### src/btm_map.vh
// Constants for the board test mode control block
`ifndef BTM_MAP_VH
`define BTM_MAP_VH
`define BTM_NAND_WIDTH    128
`define BTM_EVEN_WIDTH    72
`define BTM_ODD_WIDTH     66
`define BTM_STRAP_WIDTH   8
// Strap pattern: bits 7:6 must be high, bits 5:0 low
`define BTM_STRAP_MATCH   8'hC0
`define BTM_STRAP_HI_POS  6
`define BTM_MODE_NAND     2'h1
`define BTM_MODE_DRV_HIGH 2'h2
`define BTM_MODE_DRV_LOW  2'h3
`define BTM_MODE_NORMAL   2'h0
`endif

### src/btm_test_ctrl.v
// Board test mode control: strap capture, NAND tree chain and drive patterns
//
// Behaviour
// - Entry needs strap bits 7:6 high and strap bits 5:0 low, set up before test enable rises.
// - The strap pattern is captured on every rising edge of test enable; a match enters test mode.
// - A captured pattern that does not match leaves the device in normal operation.
// - Test mode offers only NAND tree, drive-high and drive-low functions.
// - In test mode the NAND tree runs while test enable stays high.
// - The NAND tree chains all listed inputs from the start input to a single output.
// - In test mode with test enable low a drive test runs, chosen by the mode-select strap.
// - Drive-high drives odd-numbered outputs low and even-numbered outputs high.
// - Drive-low (mode-select high) drives even-numbered outputs low and odd-numbered high.
`timescale 1ns/10ps
`default_nettype none
`include "btm_map.vh"
module btm_test_ctrl #(
  parameter NAND_WIDTH = `BTM_NAND_WIDTH,
  parameter EVEN_WIDTH = `BTM_EVEN_WIDTH,
  parameter ODD_WIDTH  = `BTM_ODD_WIDTH
) (
  // Clock and reset
  input  wire                  sys_clk_in,
  input  wire                  rstn_in,
  // Tester pins
  input  wire                  test_en_in,
  input  wire [`BTM_STRAP_WIDTH-1:0] strap_in,
  input  wire                  mode_sel_in,
  input  wire [NAND_WIDTH-1:0] chain_in,
  // Functional output values from the rest of the chip
  input  wire [EVEN_WIDTH-1:0] func_even_in,
  input  wire [ODD_WIDTH-1:0]  func_odd_in,
  // Pin results
  output reg                   nand_out,
  output reg  [EVEN_WIDTH-1:0] pin_even_out,
  output reg  [ODD_WIDTH-1:0]  pin_odd_out,
  output reg                   test_mode_out,
  output reg  [1:0]            test_func_out
);

  // Entry states of the controller
  localparam [0:0] ST_NORMAL     = 1'b0;
  localparam [0:0] ST_TEST       = 1'b1;

  // Function codes as reported on test_func_out
  localparam [1:0] FUNC_NORMAL   = `BTM_MODE_NORMAL;
  localparam [1:0] FUNC_NAND     = `BTM_MODE_NAND;
  localparam [1:0] FUNC_DRV_HIGH = `BTM_MODE_DRV_HIGH;
  localparam [1:0] FUNC_DRV_LOW  = `BTM_MODE_DRV_LOW;

  reg                   test_en_q;
  reg  [0:0]            state;
  reg  [0:0]            next_state;
  reg  [1:0]            next_func;
  reg                   next_nand;
  wire                  test_en_rise;
  wire                  strap_ok;
  wire                  in_test;
  wire [NAND_WIDTH:0]   chain;
  wire [EVEN_WIDTH-1:0] next_even;
  wire [ODD_WIDTH-1:0]  next_odd;

  // True when the sampled straps form the entry pattern
  function strap_match(input [`BTM_STRAP_WIDTH-1:0] straps);
    strap_match = (straps == `BTM_STRAP_MATCH);
  endfunction

  // True for the two drive test functions
  function is_drive(input [1:0] func);
    is_drive = (func == FUNC_DRV_HIGH) || (func == FUNC_DRV_LOW);
  endfunction

  // Driven level: odd pins low in drive-high, high in drive-low
  function drive_level(input [1:0] func, input odd_pin);
    case (func)
      FUNC_DRV_HIGH: drive_level = ~odd_pin;
      FUNC_DRV_LOW:  drive_level = odd_pin;
      default:       drive_level = 1'b0;
    endcase
  endfunction

  assign in_test      = (state == ST_TEST);
  assign test_en_rise = test_en_in & ~test_en_q;
  assign strap_ok     = strap_match(strap_in);

  // History resets low, so a pin already high at release counts as a rise
  always @(posedge sys_clk_in or negedge rstn_in) begin
    if (!rstn_in) begin
      test_en_q <= 1'b0;
    end else begin
      test_en_q <= test_en_in;
    end
  end

  // Entry is re-evaluated at every rising edge of test enable
  always @* begin
    next_state = state;
    case (state)
      ST_NORMAL: begin
        if (test_en_rise && strap_ok) begin
          next_state = ST_TEST;
        end
      end
      ST_TEST: begin
        if (test_en_rise && !strap_ok) begin
          next_state = ST_NORMAL;
        end
      end
      default: begin
        next_state = ST_NORMAL;
      end
    endcase
  end

  always @(posedge sys_clk_in or negedge rstn_in) begin
    if (!rstn_in) begin
      state <= ST_NORMAL;
    end else begin
      state <= next_state;
    end
  end

  // Serial NAND chain; an input flip changes its stage only while the previous stage output is high
  assign chain[0] = 1'b1;
  genvar g;
  generate
    for (g = 0; g < NAND_WIDTH; g = g + 1) begin : g_chain
      assign chain[g+1] = ~(chain[g] & chain_in[g]);
    end
  endgenerate

  // Mode selection is live, not latched at entry
  always @* begin
    if (!in_test) begin
      next_func = FUNC_NORMAL;
    end else if (test_en_in) begin
      next_func = FUNC_NAND;
    end else if (mode_sel_in) begin
      next_func = FUNC_DRV_LOW;
    end else begin
      next_func = FUNC_DRV_HIGH;
    end
  end

  // Chain result shows only in NAND mode
  always @* begin
    if (next_func == FUNC_NAND) begin
      next_nand = chain[NAND_WIDTH];
    end else begin
      next_nand = 1'b0;
    end
  end

  genvar e;
  generate
    for (e = 0; e < EVEN_WIDTH; e = e + 1) begin : g_even
      assign next_even[e] = is_drive(next_func) ?
                            drive_level(next_func, 1'b0) : func_even_in[e];
    end
  endgenerate

  genvar o;
  generate
    for (o = 0; o < ODD_WIDTH; o = o + 1) begin : g_odd
      assign next_odd[o] = is_drive(next_func) ?
                           drive_level(next_func, 1'b1) : func_odd_in[o];
    end
  endgenerate

  always @(posedge sys_clk_in or negedge rstn_in) begin
    if (!rstn_in) begin
      test_mode_out <= 1'b0;
    end else begin
      test_mode_out <= in_test;
    end
  end

  always @(posedge sys_clk_in or negedge rstn_in) begin
    if (!rstn_in) begin
      test_func_out <= FUNC_NORMAL;
    end else begin
      test_func_out <= next_func;
    end
  end

  always @(posedge sys_clk_in or negedge rstn_in) begin
    if (!rstn_in) begin
      nand_out <= 1'b0;
    end else begin
      nand_out <= next_nand;
    end
  end

  always @(posedge sys_clk_in or negedge rstn_in) begin
    if (!rstn_in) begin
      pin_even_out <= {EVEN_WIDTH{1'b0}};
    end else begin
      pin_even_out <= next_even;
    end
  end

  always @(posedge sys_clk_in or negedge rstn_in) begin
    if (!rstn_in) begin
      pin_odd_out <= {ODD_WIDTH{1'b0}};
    end else begin
      pin_odd_out <= next_odd;
    end
  end

endmodule
`default_nettype wire
### config.mk
export PLATFORM = sky130hd
export DESIGN_NAME = btm_test_ctrl
export DESIGN_NICKNAME = d
export VERILOG_FILES = /design/src/btm_test_ctrl.v
export VERILOG_INCLUDE_DIRS = /design/src
export SDC_FILE = /design/constraint.sdc
export NUM_CORES = 1
export LEC_CHECK = 0
export CORE_AREA = 3 3 161 163
export DETAILED_ROUTE_END_ITERATION = 8
export DIE_AREA = 0 0 164 166
export DONT_BUFFER_PORTS = 1
export PLACE_DENSITY = 0.32
export SLEW_MARGIN = 20
export SYNTH_ARGS = -nofsm -noshare
export SYNTH_HDL_FRONTEND = slang
export SYNTH_SLANG_ARGS = --single-unit
### constraint.sdc
create_clock -name sys_clk_in -period 3.4 [get_ports sys_clk_in]
set_input_delay 0.51 -clock sys_clk_in [delete_from_list [all_inputs] [get_ports sys_clk_in]]
set_output_delay 0.51 -clock sys_clk_in [all_outputs]
set_load 0.02 [all_outputs]
==> results by group <==
STA
  – Final min period: 1810 ps
  – Final Hold Viols: 144
  – Max-slew violation count: 0
  – RSZ-0062 raised after global routing: false
  – Final Cycle Share: 53.4%
  – Fin Setup TNS: 0 ps
  – Rel. slew slack: 46.4%
  – Worst slew pin tran: 805 ps
  – Final setup vio count: 0
  – Skew final: 9.79 ps
  – Fin Hold WS: -215 ps
  – Fmax: 0.551 GHz

Layout
  – Fillcell total: 2584
  – Share of cells above drive strength 1: 9.02%
  – Final Instance Count excl. Fillers: 836
  – Layout overhead on the synthesized area: 16.5%
  – Nets: 775
  – Register area: 3600 µm²
  – Footprint of the multi-input gates: 1660 µm²
  – Post-Layout Inst Area: ~6400 µm²

Logic synthesis
  – Yosys warnings: 0
  – Top post-synthesis cells by count: 144 x dfrtp_1, 141 x nand2_1, 73 x o21a_1
  – FFs w/ async S/R, synth: 100%
  – Post-synthesis register bit count: 144
  – Largest cells by area after synthesis: dfrtp_1 66%, o21a_1 10%, nand2_1 9.7%
  – Top_reg_cell synth: dfrtp_1
  – Most frequent cell after synthesis: dfrtp_1
  – Distinct cell type count after synthesis: 35
  – Mean Syn Cell Area: 10.8 µm²
  – Post-synth top area share: 65.9%
  – Largest area contributor in the netlist: dfrtp_1
  – Synthesized area: 5470 µm²
  – Post-synth EDFFs: 0
  – Mapped Nets: 783
  – Register area share after synthesis: 65.9%
  – Post-Synthesis Cells: 505

Detailed routing
  – Iteration-0 DRC Markers: roughly 130
  – Drt via density: 4.42
  – First-pass DRT Iterations: 4
  – Residual DRC: 0
  – Wire length on met3: 1970 µm
  – Post-route ant nets: 0
  – Wirelength per Cell: 22.3 µm
  – Met2 wire length: 10800 µm
  – DRT Wirelength: 18600 µm
  – Max layer used: met4
  – DRT met1 WL: 5370 µm
  – Vias: 3696

Status
  – Status: complete, but fails checks
  – Failing checks: hold timing

Global route
  – Global route overflow: 0
  – Vias in the first global route: 4123
  – Largest net degree at the start of global routing: 145
  – Overall routing resource usage: 13.2%
  – Initial antenna violation count: 2
  – Global-route wire length before repair: 26000 µm

Placement
  – Placer Congestion: between 0.7 and 0.8
  – Cells after DPL: about 800
  – Post-DP HPWL: ~14000 µm
  – Area after DPL: roughly 5800 µm²
  – Port Buf Inserts: 0

Setup path
  – R2R Path End: pin_even_out[6]
  – Worst-path cell chain: nand2_2 > inv_2 > nand2_4 > buf_12 > o21a_1
  – CP Capture Type: flip-flop
  – CP Data Arrival Time: 2160 ps
  – Bufs and invs on worst path: 2
  – R2R cell count: 5
  – Crit-path max FO: 71
  – Critical path's largest stage delay: 520 ps
  – Critical path class: reg -> reg
  – Reg-to-reg setup timing slack: 1590 ps
  – WP data required: between 3000 and 4000 ps
  – CP max-delay cell: nand2_4
  – Worst Setup Start Kind: flip-flop
  – Largest delay share family, worst path: simple AND/OR/NAND/NOR gates

Clock tree
  – CTS Buffer Depth: 2
  – Worst-path clk slew: 70 ps
  – CTS sink cnt: 144
  – Clock buffer count from CTS: 17
  – Insertion delay to the later sink of the worst-skew pair: 420 ps
  – Root buffer cell: clkbuf_16
  – CTS tree: yes
  – H-tree depth: 4

Power and ir drop
  – LEAKAGE: 3.01 nW
  – Cell Pwr Density: 608 nW/µm²
  – Maximum vdd ir drop: 0.291 mV

Die
  – Chip Height: 166 µm
  – Core footprint: 24500 µm²
  – Total Die Area: 27200 µm²
  – Cell row count: 57
  – Initial Utilization: 22.4%
  – IO Pins: 420
  – Die Wd: 164 µm

Flow run
  – Max capacitance violation total: 0

Min path
  – Hold crit path type: in -> async
-- kinds of logic after synthesis --
group | after synthesis | share of synthesized area, %
DFF | 144 | 65.9
AOI/OAI and AO/OA | 126 | 16.5
and+or+nand+nor | 180 | 13.7
buffers and inverters | 55 | 3.98
-- repair_timing --
item                                   CTS  global route
resized for setup                        0             0
buffers inserted                         0             0
setup endpoints to repair                0             0
endpoints found under the hold margin  144           144
-- cells in the final DEF (no fill, tap or decap), drive strengths merged --
master / netlist / routed
a2111o: 1 / 1
a2111oi: 1 / 1
a211oi: 1 / 1
a21boi: 2 / 2
a21o: 3 / 3
a21oi: 12 / 12
a221oi: 1 / 1
a41oi: 1 / 1
and3: 4 / 4
buf: 21 / 3
clkbuf: 9 / 18
clkinv: 1 / 3
clkinvlp: 0 / 3
dfrtp: 144 / 144
diode: 0 / 2
inv: 24 / 33
nand2: 141 / 141
nand2b: 3 / 3
nand3: 19 / 19
nand4: 4 / 4
nor2: 3 / 3
nor2b: 5 / 5
nor4: 1 / 1
o2111ai: 1 / 1
o211ai: 1 / 1
o21a: 73 / 73
o21ai: 24 / 24
o221ai: 3 / 3
o31ai: 1 / 1
o41ai: 1 / 1
-- per-layer routing --
metal | track usage (%) | vias up
li1 | - | 1648
met1 | 10.8 | 1785
met2 | 26.4 | 243
met3 | 5.94 | 20
met4 | 5.52 | 0
met5 | 0 | -
-- sequential cells by signal (all words and copies together) (netlist names), named ones only --
| signal | cells |
|---|---|
| test_mode_out | 1 |
| nand_out | 1 |
| pin_even_out | 72 |
| test_func_out | 2 |
| test_en_q | 1 |
| pin_odd_out | 66 |
-- cell type report --
type | count | area share, %
antenna | 2 | 0.0786
clock buffer | 18 | 6.74
clock inverter | 14 | 2.22
inverter | 25 | 1.47
multi-input combinational | 306 | 26.0
sequential | 144 | 56.6
tap | 324 | 6.36
timing repair buffer | 3 | 0.550
-- stage by stage --
step	worst slack, ps	total power [mW]	hold slack [ps]	utilization, %
2_1_floorplan	1780	2.07	214	-
3_3_place_gp	1550	2.12	219	23.7
3_5_place_dp	1480	2.12	217	23.7
4_1_cts	1550	3.95	-245	26.0
5_1_grt	1390	4.06	-256	26.0
6_report	1590	3.87	-215	26.0
-- worst max path at each step --
| stage | from | to | depth (start not counted) |
|---|---|---|---|
| 3_5_place_dp | test_en_in | pin_even_out[53] | 6 |
| 3_3_place_gp | test_en_in | pin_even_out[20] | 6 |
| 6_report | flip-flop | pin_even_out[6] | 5 |
| 4_1_cts | flip-flop | pin_even_out[32] | 5 |
| 5_1_grt | flip-flop | pin_even_out[32] | 5 |
| 2_1_floorplan | chain_in[12] | nand_out | 6 |
-- where the power goes --
part	internal (mW)	leakage [nW]	switching, mW
clock	0.977	0.272	0.819
sequential	1.80	1.69	0.162
combinational	0.0662	1.05	0.0517
(Power assumes the default switching activity.)
